--- src/rtl/tiec_map.svh ---
// register offsets, field positions, reset values and counts of the timer
// Functional notes
// - equal compare values: second irq coincides with period irq, out B 50% duty
// - second compare below period: one second irq and B toggle per cycle
// - second compare above period: no second irq, out B unchanged
// - interval event counting: enable moves count all ones to zero on an edge
// - both compares one with event clock: out B toggles every two counts
// - event count mode 001 counts valid edges, period irq on match
// - event count mode drives neither timer output
// - event mode enable: count all ones to zero, period shadow loaded
// - event mode count equal to period shadow clears count, irq
// - first period irq after D edges, later ones after D plus one
// - event mode still loads second shadow and raises second irq
// - external count clock only via event pin; capture edges left off
// - period all ones: count reaches all ones, clears next, no wrap flag
// - period rewrite loads shadow at once; smaller value wraps count
// - count readback returns live counter without disturbing it
// - interval mode 000: period match clears count, toggles A, irq
// - interval mode: second match toggles B and raises second irq
`ifndef TIEC_MAP_SVH
`define TIEC_MAP_SVH

`define TIEC_ADDR_W       8
`define TIEC_OFS_CTRL0    8'h00
`define TIEC_OFS_CTRL1    8'h04
`define TIEC_OFS_OUTCTL   8'h08
`define TIEC_OFS_CAPCTL   8'h0c
`define TIEC_OFS_EVTCTL   8'h10
`define TIEC_OFS_PERIOD   8'h18
`define TIEC_OFS_SECOND   8'h1c
`define TIEC_OFS_COUNT    8'h20
`define TIEC_OFS_IRQCTL   8'h24

`define TIEC_CTRL0_CE     7
`define TIEC_CTRL1_EEE    5
`define TIEC_OUT_OE0      0
`define TIEC_OUT_OL0      1
`define TIEC_OUT_OE1      2
`define TIEC_OUT_OL1      3
`define TIEC_IRQ_MSK0     0
`define TIEC_IRQ_MSK1     1

`define TIEC_CNT_W        16
`define TIEC_CNT_ONES     16'hffff
`define TIEC_CNT_ZERO     16'h0000
`define TIEC_CMP_RST      16'hffff
`define TIEC_IRQCTL_RST   2'h3
`define TIEC_PRE_W        8

`endif

--- src/rtl/tiec_pkg.sv ---
// types shared by the interval and event count timer
package tiec_pkg;

   typedef enum logic [2:0] {
      MODE_INTERVAL = 3'h0,
      MODE_EVENT    = 3'h1
   } tiec_mode_t;

   typedef enum logic [1:0] {
      EDGE_NONE    = 2'h0,
      EDGE_RISING  = 2'h1,
      EDGE_FALLING = 2'h2,
      EDGE_BOTH    = 2'h3
   } tiec_edge_t;

   typedef enum {
      ST_IDLE,
      ST_START,
      ST_RUN
   } tiec_state_t;

endpackage

--- src/rtl/tiec_edge_det.sv ---
// event pin synchroniser and valid edge detector
`timescale 1ns/1ps
module tiec_edge_det (
   input  wire logic             sys_clk,
   input  wire logic             rst_n,
   input  wire logic             pinIn,
   input  wire tiec_pkg::tiec_edge_t edgeSel,
   output logic                  edgePulse
);

   logic syncA_ff;
   logic syncB_ff;
   logic prev_ff;

   // ==========================================================
   // two-stage synchroniser plus history
   always_ff @(posedge sys_clk) begin
      if (!rst_n) begin
         syncA_ff <= 1'b0;
         syncB_ff <= 1'b0;
         prev_ff  <= 1'b0;
      end else begin
         syncA_ff <= pinIn;
         syncB_ff <= syncA_ff;
         prev_ff  <= syncB_ff;
      end
   end

   // ==========================================================
   // edge selection
   always_comb begin
      case (edgeSel)
         tiec_pkg::EDGE_RISING:  edgePulse = syncB_ff & ~prev_ff;
         tiec_pkg::EDGE_FALLING: edgePulse = ~syncB_ff & prev_ff;
         tiec_pkg::EDGE_BOTH:    edgePulse = syncB_ff ^ prev_ff;
         default:                edgePulse = 1'b0;
      endcase
   end

endmodule // tiec_edge_det

--- src/rtl/tiec_prescale.sv ---
// internal count clock divider, power-of-two ratios
`timescale 1ns/1ps
`include "tiec_map.svh"
module tiec_prescale (
   input  wire logic       sys_clk,
   input  wire logic       rst_n,
   input  wire logic       run,
   input  wire logic [2:0] divSel,
   output logic            tick
);

   logic [`TIEC_PRE_W-1:0] div_ff;
   logic [`TIEC_PRE_W-1:0] limit;

   assign limit = `TIEC_PRE_W'((1 << divSel) - 1);
   assign tick  = run && (div_ff == limit);

   // ==========================================================
   // free divider, restarts whenever counting stops
   always_ff @(posedge sys_clk) begin
      if (!rst_n) begin
         div_ff <= '0;
      end else if (!run || tick) begin
         div_ff <= '0;
      end else begin
         div_ff <= div_ff + `TIEC_PRE_W'(1);
      end
   end

endmodule // tiec_prescale

--- src/rtl/tiec_timer.sv ---
// 16-bit interval and event count timer with compare shadows
//
// Added by the designer: the address-and-strobe port and the address map.
`timescale 1ns/1ps
`include "tiec_map.svh"
module tiec_timer (
   input  wire logic                    sys_clk,
   input  wire logic                    rst_n,
   input  wire logic [`TIEC_ADDR_W-1:0] regAddr,
   input  wire logic [31:0]             regWrData,
   input  wire logic                    regWrStb,
   input  wire logic                    regRdStb,
   output logic      [31:0]             regRdData,
   input  wire logic                    eventInputPin,
   output logic                         timerOutA,
   output logic                         timerOutB,
   output logic                         periodMatchIrq,
   output logic                         secondMatchIrq
);

   // ==========================================================
   // software visible registers
   logic                    countEnable_ff;
   logic [2:0]              prescaleSel_ff;
   tiec_pkg::tiec_mode_t    mode_ff;
   logic                    eventClockSel_ff;
   logic [3:0]              outputControl_ff;
   logic [1:0]              captureEdgeSel_ff;
   tiec_pkg::tiec_edge_t    eventEdgeSel_ff;
   logic [`TIEC_CNT_W-1:0]  periodCompare_ff;
   logic [`TIEC_CNT_W-1:0]  secondCompare_ff;
   logic [1:0]              irqMask_ff;
   logic [31:0]             rdData_ff;

   // ==========================================================
   // counting state
   tiec_pkg::tiec_state_t   state_ff;
   tiec_pkg::tiec_state_t   nxt_state;
   logic [`TIEC_CNT_W-1:0]  count_ff;
   logic [`TIEC_CNT_W-1:0]  nxt_count;
   logic [`TIEC_CNT_W-1:0]  periodShadow_ff;
   logic [`TIEC_CNT_W-1:0]  secondShadow_ff;
   logic                    outA_ff;
   logic                    outB_ff;
   logic                    periodIrq_ff;
   logic                    secondIrq_ff;

   logic wrCtrl0;
   logic wrPeriod;
   logic wrSecond;
   logic modeValid;
   logic intervalMode;
   logic eventMode;
   logic useEventClk;
   logic eventTick;
   logic preTick;
   logic countTick;
   logic enableRise;
   logic periodHit;
   logic secondHit;
   logic wrapClear;

   assign wrCtrl0  = regWrStb && (regAddr == `TIEC_OFS_CTRL0);
   assign wrPeriod = regWrStb && (regAddr == `TIEC_OFS_PERIOD);
   assign wrSecond = regWrStb && (regAddr == `TIEC_OFS_SECOND);

   assign intervalMode = (mode_ff == tiec_pkg::MODE_INTERVAL);
   assign eventMode    = (mode_ff == tiec_pkg::MODE_EVENT);
   assign modeValid    = intervalMode || eventMode;

   // external clock enters only via the event pin; capture unused
   assign useEventClk = eventMode || (intervalMode && eventClockSel_ff);

   assign enableRise = wrCtrl0 && regWrData[`TIEC_CTRL0_CE]
                       && !countEnable_ff;

   // ==========================================================
   // count clock sources
   tiec_edge_det u_edge (
      .sys_clk   (sys_clk),
      .rst_n     (rst_n),
      .pinIn     (eventInputPin),
      .edgeSel   (eventEdgeSel_ff),
      .edgePulse (eventTick)
   );

   tiec_prescale u_pre (
      .sys_clk (sys_clk),
      .rst_n   (rst_n),
      .run     (countEnable_ff && !useEventClk),
      .divSel  (prescaleSel_ff),
      .tick    (preTick)
   );

   assign countTick = useEventClk ? eventTick : preTick;

   // ==========================================================
   // register writes
   always_ff @(posedge sys_clk) begin
      if (!rst_n) begin
         countEnable_ff <= 1'b0;
         prescaleSel_ff <= 3'h0;
      end else if (wrCtrl0) begin
         countEnable_ff <= regWrData[`TIEC_CTRL0_CE];
         prescaleSel_ff <= regWrData[2:0];
      end
   end

   always_ff @(posedge sys_clk) begin
      if (!rst_n) begin
         mode_ff          <= tiec_pkg::MODE_INTERVAL;
         eventClockSel_ff <= 1'b0;
         outputControl_ff <= 4'h0;
         captureEdgeSel_ff <= 2'h0;
         eventEdgeSel_ff  <= tiec_pkg::EDGE_NONE;
         irqMask_ff       <= `TIEC_IRQCTL_RST;
      end else if (regWrStb) begin
         case (regAddr)
            `TIEC_OFS_CTRL1: begin
               mode_ff          <= tiec_pkg::tiec_mode_t'(regWrData[2:0]);
               eventClockSel_ff <= regWrData[`TIEC_CTRL1_EEE];
            end
            `TIEC_OFS_OUTCTL: outputControl_ff  <= regWrData[3:0];
            `TIEC_OFS_CAPCTL: captureEdgeSel_ff <= regWrData[1:0];
            `TIEC_OFS_EVTCTL: begin
               eventEdgeSel_ff <= tiec_pkg::tiec_edge_t'(regWrData[3:2]);
            end
            `TIEC_OFS_IRQCTL: irqMask_ff <= regWrData[1:0];
            default: begin
            end
         endcase
      end
   end

   always_ff @(posedge sys_clk) begin
      if (!rst_n) begin
         periodCompare_ff <= `TIEC_CMP_RST;
         secondCompare_ff <= `TIEC_CMP_RST;
      end else begin
         if (wrPeriod) begin
            periodCompare_ff <= regWrData[`TIEC_CNT_W-1:0];
         end
         if (wrSecond) begin
            secondCompare_ff <= regWrData[`TIEC_CNT_W-1:0];
         end
      end
   end

   // ==========================================================
   // start sequencing
   always_comb begin
      nxt_state = state_ff;
      case (state_ff)
         tiec_pkg::ST_IDLE: begin
            if (enableRise) begin
               nxt_state = tiec_pkg::ST_START;
            end
         end
         tiec_pkg::ST_START: begin
            if (!countEnable_ff) begin
               nxt_state = enableRise ? tiec_pkg::ST_START : tiec_pkg::ST_IDLE;
            end else if (eventMode) begin
               // event mode leaves all ones at once
               nxt_state = tiec_pkg::ST_RUN;
            end else if (countTick && modeValid) begin
               // interval mode burns one count edge leaving all ones
               nxt_state = tiec_pkg::ST_RUN;
            end
         end
         tiec_pkg::ST_RUN: begin
            if (!countEnable_ff) begin
               // stop then restart back to back must not be lost
               nxt_state = enableRise ? tiec_pkg::ST_START : tiec_pkg::ST_IDLE;
            end
         end
         default: nxt_state = tiec_pkg::ST_IDLE;
      endcase
   end

   always_ff @(posedge sys_clk) begin
      if (!rst_n) begin
         state_ff <= tiec_pkg::ST_IDLE;
      end else begin
         state_ff <= nxt_state;
      end
   end

   // ==========================================================
   // counter and match detection
   assign wrapClear = (count_ff == periodShadow_ff);
   assign periodHit = (state_ff == tiec_pkg::ST_RUN) && countTick
                      && modeValid && (nxt_count == periodShadow_ff);
   assign secondHit = (state_ff == tiec_pkg::ST_RUN) && countTick
                      && modeValid && (nxt_count == secondShadow_ff);

   always_comb begin
      if (wrapClear) begin
         nxt_count = `TIEC_CNT_ZERO;
      end else begin
         // past all ones the count rolls over, wrap flag untouched
         nxt_count = count_ff + `TIEC_CNT_W'(1);
      end
   end

   always_ff @(posedge sys_clk) begin
      if (!rst_n) begin
         count_ff <= `TIEC_CNT_ONES;
      end else begin
         case (state_ff)
            tiec_pkg::ST_START: begin
               if (nxt_state == tiec_pkg::ST_RUN) begin
                  count_ff <= `TIEC_CNT_ZERO;
               end
            end
            tiec_pkg::ST_RUN: begin
               if (!countEnable_ff) begin
                  count_ff <= `TIEC_CNT_ONES;
               end else if (countTick && modeValid) begin
                  count_ff <= nxt_count;
               end
            end
            default: count_ff <= `TIEC_CNT_ONES;
         endcase
      end
   end

   // ==========================================================
   // compare shadows: loaded at enable and at once on rewrite
   always_ff @(posedge sys_clk) begin
      if (!rst_n) begin
         periodShadow_ff <= `TIEC_CMP_RST;
         secondShadow_ff <= `TIEC_CMP_RST;
      end else begin
         if (wrPeriod) begin
            periodShadow_ff <= regWrData[`TIEC_CNT_W-1:0];
         end else if (enableRise) begin
            periodShadow_ff <= periodCompare_ff;
         end
         if (wrSecond) begin
            secondShadow_ff <= regWrData[`TIEC_CNT_W-1:0];
         end else if (enableRise) begin
            secondShadow_ff <= secondCompare_ff;
         end
      end
   end

   // ==========================================================
   // interrupt pulses, one system clock each
   always_ff @(posedge sys_clk) begin
      if (!rst_n) begin
         periodIrq_ff <= 1'b0;
         secondIrq_ff <= 1'b0;
      end else begin
         // count reaching the period shadow fires the irq
         periodIrq_ff <= periodHit;
         // same moment as period irq when compares are equal
         secondIrq_ff <= secondHit;
      end
   end

   assign periodMatchIrq = periodIrq_ff && !irqMask_ff[`TIEC_IRQ_MSK0];
   assign secondMatchIrq = secondIrq_ff && !irqMask_ff[`TIEC_IRQ_MSK1];

   // ==========================================================
   // timer output levels
   always_ff @(posedge sys_clk) begin
      if (!rst_n) begin
         outA_ff <= 1'b0;
      end else if (state_ff == tiec_pkg::ST_IDLE) begin
         outA_ff <= outputControl_ff[`TIEC_OUT_OL0];
      end else if (intervalMode) begin
         if ((state_ff == tiec_pkg::ST_START)
             && (nxt_state == tiec_pkg::ST_RUN)) begin
            outA_ff <= ~outA_ff;
         end else if (periodHit) begin
            outA_ff <= ~outA_ff;
         end
      end
   end

   always_ff @(posedge sys_clk) begin
      if (!rst_n) begin
         outB_ff <= 1'b0;
      end else if (state_ff == tiec_pkg::ST_IDLE) begin
         outB_ff <= outputControl_ff[`TIEC_OUT_OL1];
      end else if (intervalMode && secondHit) begin
         outB_ff <= ~outB_ff;
      end
   end

   // event count mode never drives the outputs
   assign timerOutA = outA_ff && intervalMode
                      && outputControl_ff[`TIEC_OUT_OE0];
   assign timerOutB = outB_ff && intervalMode
                      && outputControl_ff[`TIEC_OUT_OE1];

   // ==========================================================
   // register reads, data valid the cycle after the strobe
   always_ff @(posedge sys_clk) begin
      if (!rst_n) begin
         rdData_ff <= 32'h0;
      end else if (regRdStb) begin
         case (regAddr)
            `TIEC_OFS_CTRL0: begin
               rdData_ff <= {24'h0, countEnable_ff, 4'h0, prescaleSel_ff};
            end
            `TIEC_OFS_CTRL1: begin
               rdData_ff <= {26'h0, eventClockSel_ff, 2'h0, mode_ff};
            end
            `TIEC_OFS_OUTCTL: rdData_ff <= {28'h0, outputControl_ff};
            `TIEC_OFS_CAPCTL: rdData_ff <= {30'h0, captureEdgeSel_ff};
            `TIEC_OFS_EVTCTL: rdData_ff <= {28'h0, eventEdgeSel_ff, 2'h0};
            `TIEC_OFS_PERIOD: rdData_ff <= {16'h0, periodCompare_ff};
            `TIEC_OFS_SECOND: rdData_ff <= {16'h0, secondCompare_ff};
            `TIEC_OFS_COUNT:  rdData_ff <= {16'h0, count_ff};
            `TIEC_OFS_IRQCTL: rdData_ff <= {30'h0, irqMask_ff};
            default:          rdData_ff <= 32'h0;
         endcase
      end else begin
         rdData_ff <= 32'h0;
      end
   end

   assign regRdData = rdData_ff;

endmodule // tiec_timer
--- config.mk ---
export PLATFORM = sky130hd
export DESIGN_NAME = tiec_timer
export DESIGN_NICKNAME = d
export VERILOG_FILES = /design/src/rtl/tiec_pkg.sv /design/src/rtl/tiec_edge_det.sv /design/src/rtl/tiec_prescale.sv /design/src/rtl/tiec_timer.sv
export VERILOG_INCLUDE_DIRS = /design/src /design/src/rtl
export SDC_FILE = /design/constraint.sdc
export NUM_CORES = 1
export LEC_CHECK = 0
export BUFFER_PORTS_ARGS = -buffer_cell sky130_fd_sc_hd__buf_4
export CAP_MARGIN = 20
export CELL_PAD_IN_SITES_DETAIL_PLACEMENT = 0
export CELL_PAD_IN_SITES_GLOBAL_PLACEMENT = 1
export CORE_AREA = 8 8 138 140
export CTS_BUF_LIST = sky130_fd_sc_hd__clkbuf_8 sky130_fd_sc_hd__clkbuf_16
export CTS_CLUSTER_DIAMETER = 80
export CTS_CLUSTER_SIZE = 28
export DETAILED_ROUTE_END_ITERATION = 16
export DIE_AREA = 0 0 146 148
export GPL_TIMING_DRIVEN = 1
export MAX_ROUTING_LAYER = met4
export PLACE_DENSITY = 0.84
export SLEW_MARGIN = 20
export SYNTH_ARGS = -nofsm -noshare
export SYNTH_HDL_FRONTEND = slang
export SYNTH_SLANG_ARGS = --single-unit
--- constraint.sdc ---
create_clock -name sys_clk -period 6.6 [get_ports sys_clk]
set_clock_uncertainty 0.2 [all_clocks]
set_input_delay 0.33 -clock sys_clk [delete_from_list [all_inputs] [get_ports sys_clk]]
set_output_delay 0.33 -clock sys_clk [all_outputs]
set_load 0.05 [all_outputs]
# Word level (Yosys, flattened, before mapping)

Index checks and enable logic that the tools add are counted.

Bitwise operators: 8
Reduce and logical (&&, ||, !) cells: 47
Eq/ne operators: 23
Shifts and indexed selects: 1
Add/subtract/negate cells: 3
Muxes and demuxes: 25

Operator list:

| kind                                             | number |
|---|---|
| 2-to-1 mux 32 bit                                | 5 |
| case mux 16 bit (9 select lines)                 | 1 |
| 2-to-1 mux 16 bit                                | 8 |
| case mux 32 bit (3 select lines)                 | 1 |
| == test 32 x 2 -> 1 bit, second input constant   | 2 |
| == test 32 x 3 -> 1 bit, second input constant   | 2 |
| logical NOT 32 bit                               | 2 |
| == test 16 bit                                   | 3 |
| == test 32 x 1 -> 1 bit, second input constant   | 1 |
| case mux 16 bit (2 select lines)                 | 1 |
| == test 8 x 5 -> 1 bit, second input constant    | 3 |
| logical AND 1 bit                                | 21 |
| adder 16 x 1 -> 16 bit, second input constant    | 1 |
| == test 8 x 4 -> 1 bit, second input constant    | 2 |
| == test 8 x 6 -> 1 bit, second input constant    | 2 |
| AND reduction 2 bit                              | 8 |
| adder 8 x 1 -> 8 bit, second input constant      | 1 |
| == test 8 x 3 -> 1 bit, second input constant    | 1 |
| == test 8 bit                                    | 1 |
| logical NOT 8 bit                                | 1 |
| 2-to-1 mux 1 bit                                 | 8 |
| nonzero test 2 bit                               | 4 |
| left shift 1 x 3 -> 8 bit, first input constant  | 1 |
| subtractor 8 x 2 -> 8 bit, second input constant | 1 |
| other kinds (14)                                 | 26 |

Word-level logic and storage cells: 130
Bits in registers: 177
Output and inout port bits: 36
Input port bits: 45

# Longest topological paths before layout

Depth after elaboration: 17
Gate-level depth with buffers: 12
Depth with buffers taken out: 11

# Modules after synthesis

Synthesis repeated with hierarchy kept, for this count alone.

Cell total of the unflattened synthesis: 932
Area, all modules: 7871.3 µm²

Modules (own cells, without submodules):

| module        | cells an instance | area each (µm²) | sequential area each (µm²) | instances |
|---|---|---|---|---|
| tiec_timer    | 860               | 7235.7          | 3002.9                     | 1 |
| tiec_prescale | 57                | 498.0           | 160.2                      | 1 |
| tiec_edge_det | 15                | 137.6           | 60.1                       | 1 |

# Worst setup path after synthesis

OpenSTA, ideal clock, no wires.

Path kind: register -> register
Start: register count_ff[6]
End: register outA_ff
Setup slack: 3.656 ns
Library setup time: 0.121 ns
Cell stages (with the launch flop): 12
Arrival: 2.623 ns
Required time: 6.279 ns
Clock period less this slack: 2.944 ns
Path buffers: 2
Cell sequence: dfxtp_1 -> buf_4 -> nand4_1 -> buf_2 -> or4_1 -> xnor2_2 -> xnor2_1 -> a32oi_1 -> o31a_1 -> or2_2 -> nor4_1 -> mux2_2

Word-level cells in the longest chain between the ends: 6
Elaborated cells on any way between the ends: 7
Those cells by class: add/sub: 1; eq/ne: 2; mux: 1; reduce/logical: 3

Ends and longest elaborated chain:

| element                                                  | line                                 | RTL |
|---|---|---|
| start, declared                                          | tiec_timer.sv:39                     | `` logic [`TIEC_CNT_W-1:0] count_ff; `` |
| start signal, assigned                                   | tiec_timer.sv:207                    | `` count_ff <= `TIEC_CNT_ONES; `` |
| start signal, assigned                                   | tiec_timer.sv:212                    | `` count_ff <= `TIEC_CNT_ZERO; `` |
| start signal, assigned                                   | tiec_timer.sv:217                    | `` count_ff <= `TIEC_CNT_ONES; `` |
| adder 16 x 1 -> 16 bit or == test 16 bit (tied branches) | tiec_timer.sv:201, tiec_timer.sv:190 |  |
| 2-to-1 mux 16 bit *                                      | tiec_timer.sv:197                    | `if (wrapClear) begin` |
| == test 16 bit *                                         | tiec_timer.sv:192                    | `&& modeValid && (nxt_count == periodShadow_ff);` |
| logical AND 1 bit *                                      | tiec_timer.sv:192                    |  |
| nonzero test 3 bit (no source line) *                    | --                                   |  |
| AND reduction 2 bit (no source line) *                   | --                                   |  |
| end signal, assigned                                     | tiec_timer.sv:270                    | `` outA_ff <= outputControl_ff[`TIEC_OUT_OL0]; `` |
| end signal, assigned                                     | tiec_timer.sv:274                    | `outA_ff <= ~outA_ff;` |
| end signal, assigned                                     | tiec_timer.sv:276                    | `outA_ff <= ~outA_ff;` |
| end, declared                                            | tiec_timer.sv:43                     | `logic outA_ff;` |

Every way passes the cells marked *; elsewhere a longest branch is shown, timed or not.
A chain may end at the register's enable or synchronous reset.

# Worst setup path after layout

Start: register count_ff[0]
End: register outA_ff

The elaborated chain is that of the path after synthesis.

==> metrics.md <==
| Metric | Value |
|---|---|
| Largest stage delay, worst path | `0.69 ns` |
| Hold Violations, Final | `0` |
| Synthesized area | `0.00782 mm2` |
| Sequential fraction of the synthesis area | `0.412` |
| Clock Path Buffers | `2` |
| Power Density | `227 mW/mm2` |
| RSZ-0062 raised after global routing | `no` |
| CTS tree | `yes` |
| Post-DP HPWL | `15,200 um` |
| Drt initial violations | `727` |
| Die Footprint | `0.0216 mm2` |
| Root Buffer | `clkbuf_16` |
| Largest net degree at the start of global routing | `88` |
| Via Count | `7,198` |
| Die Width | `146 um` |
| Netlist cell types | `72` |
| Async SR Flop Fraction | `0` |
| Design Power | `2050 uW` |
| Worst hold path class | `in2reg` |
| Initial antenna violation count | `0` |
| Number of flops mapped to enable cells by yosys | `0` |
| Max-slew headroom | `0.264` |
| Fraction of layout cells with a size suffix above 1 | `0.103` |
| DRC | `0` |
| WP data required | `6.72 ns` |
| Core box area | `0.0169 mm2` |
| Most frequent cells in the layout | `dfxtp_1 (161), nand2_1 (130), nor2_1 (116)` |
| Syn-to-layout area delta | `15.5%` |
| Crit path DAT | `3.91 ns` |
| Worst setup path startpoint | `count_ff[0]` |
| Worst path cell trace | `ha_1 -> nand3_2 -> or3_1 -> and2_1 -> xor2_1 -> a32oi_1 -> o21ai_0 -> nand4_1 -> nor4_1 -> mux2_2` |
| Reg clk slew, reported paths | `0.07 ns` |
| Slew Limit Fails | `0` |
| Fin crit period | `3.79 ns` |
| H-tree depth | `4` |
| Vias in the first global route | `6,698` |
| Reg2reg start | `count_ff[0]` |
| # diodes | `0` |
| Final net count | `1,084` |
| Avg WL per Cell | `18.2 um` |
| Maxcap violations | `0` |
| GPL Wtd Cong | `0.885` |
| Overflow after GRT | `0` |
| Post-route ant nets | `0` |
| First-pass GRT wire length | `37,200 um` |
| Static leakage | `0.00352 uW` |
| Post-CTS resize count | `0` |
| Gr usage total | `0.222` |
| Synth warn | `0` |
| WS Path Type | `reg2reg` |
| Total I/O pin count | `81` |
| Clock Sinks | `161` |
| Mapped Cells | `983` |
| Drt pass-1 iters | `5` |
| Most common cell after layout, fill and taps aside | `dfxtp_1` |
| End of the critical path | `outA_ff` |
| R2R Setup Slk | `2.81 ns` |
| Row cnt | `48` |
| Reg2reg path depth | `10` |
| RR Endpoint | `outA_ff` |
| Avg Synthesized Cell Area | `7.95 um2` |
| CP Launch Type | `flip-flop` |
| Fmax | `0.264 GHz` |
| Avg Vias per Cell | `5.65` |
| Die height | `148 um` |
| Setup_tns | `0 ns` |
| Fin crit share | `0.574` |
| Worst setup EP type | `flip-flop` |
| Critical path peak fanout | `13` |
| Synth Flop Type | `dfxtp_1` |
| Total CTS buffers | `17` |
| Drt total wl | `23,200 um` |
| Slowest-stage cell, CP | `dfxtp_1` |
| Worst skew pair latency | `0.44 ns` |
| Yosys reg bits | `161` |
| VDD IR max | `0.229 mV` |
| PortBufs | `48` |
| Initial Util | `0.462` |
| Worst slew pin tran | `1.10 ns` |
| Outcome | `finished clean` |
| Final Setup Violations | `0` |
cell usage after synthesis (all sizes together) (11+ instances only):
| library cell | number | area share |
|---|---|---|
| a21oi | 51 | 0.033 |
| a22oi | 12 | 0.012 |
| and3 | 16 | 0.013 |
| buf | 35 | 0.029 |
| clkbuf | 52 | 0.025 |
| dfxtp | 161 | 0.41 |
| inv | 16 | 0.0077 |
| nand2 | 131 | 0.063 |
| nand3 | 67 | 0.044 |
| nand4 | 15 | 0.014 |
| nor2 | 116 | 0.056 |
| nor2b | 11 | 0.0088 |
| nor3 | 17 | 0.013 |
| nor4 | 23 | 0.019 |
| o211ai | 19 | 0.018 |
| o21ai | 76 | 0.049 |
| xnor2 | 23 | 0.029 |
| xor2 | 27 | 0.031 |
registers in the layout, indices dropped and copies added, names as in the netlist, 3 cells and up:
| name | flops |
|---|---|
| count_ff | 16 |
| mode_ff | 3 |
| outputControl_ff | 4 |
| periodCompare_ff | 16 |
| periodShadow_ff | 16 |
| prescaleSel_ff | 3 |
| regRdData | 16 |
| secondCompare_ff | 16 |
| secondShadow_ff | 16 |
| state_ff | 32 |
| u_pre.div_ff | 8 |
per-stage QoR:
stage	hold slack [ns]	utilization	std cells	setup WS [ns]	cell area [um2]
after floorplan	0.212	-	1028	3.66	7990
after global placement	0.215	0.491	1227	2.93	8320
after detailed placement	0.226	0.491	1227	2.90	8320
after CTS	0.00129	0.533	1273	2.87	9030
after global routing	0.0170	0.533	1273	2.67	9030
final	0.0186	0.533	1273	2.81	9030
power by group:
part / switching, uW / internal (uW)
combinational: 58.2 / 23.8
sequential: 3.71 / 982
clock: 450 / 530
routing by layer:
metal  global-route usage  vias to the layer above  part of all wire
li1                     -                     3506                 -
met1                0.297                     3382              0.46
met2                0.331                      282              0.44
met3               0.0532                       28             0.082
met4               0.0618                        0             0.017
met5                    -                        -                 0
logic make-up (layout without fill, tap and decap cells):
kind of cell,count (synthesis),in the layout,share of synthesized area
DFF,161,161,0.412
muxes,5,5,0.00656
and+or+nand+nor,438,438,0.270
AOI/OAI and AO/OA,218,218,0.176
adders and majority gates,4,4,0.00640
other,1,46,0.000480
xor gates and xnor gates,52,52,0.0661
buffers and inverters,104,124,0.0621
worst min-delay path by stage:
| stage | startpoint | to | slack [ns] | cells after the start |
|---|---|---|---|---|
| detailed placement | u_edge.syncA_ff | u_edge.syncB_ff | 0.23 | 1 |
| finish | regWrData[1] | secondCompare_ff[1] | 0.02 | 3 |
| global placement | u_edge.syncA_ff | u_edge.syncB_ff | 0.22 | 1 |
| floorplan | u_edge.syncA_ff | u_edge.syncB_ff | 0.21 | 1 |
| global route | regWrData[1] | irqMask_ff[1] | 0.02 | 3 |
| CTS | regWrData[1] | secondCompare_ff[1] | 0.001 | 3 |
worst max-delay path: cells and delay by family, from the launching register on:
family	cells	cell delay, ns
simple gates	5	1.59
flops	1	0.69
mux	1	0.38
compound gates	2	0.36
fa+ha+maj	1	0.30
xor+xnor	1	0.16
area by class of cell:
| class | instances | area [um2] |
|---|---|---|
| fillers | 1654 | 7910 |
| multi-input cells | 763 | 4290 |
| flip-flops and latches | 161 | 3220 |
| repair buffers | 75 | 598 |
| clock buffers | 17 | 425 |
| well taps | 225 | 282 |
| clock inverters | 15 | 145 |
| inverters | 17 | 63.8 |
what timing repair did:
item,CTS,global route
buffers inserted,0,0
hold buffers,14,0
hold endpoints to repair,34,0
Note: power is estimated with default switching activity, not from simulation.
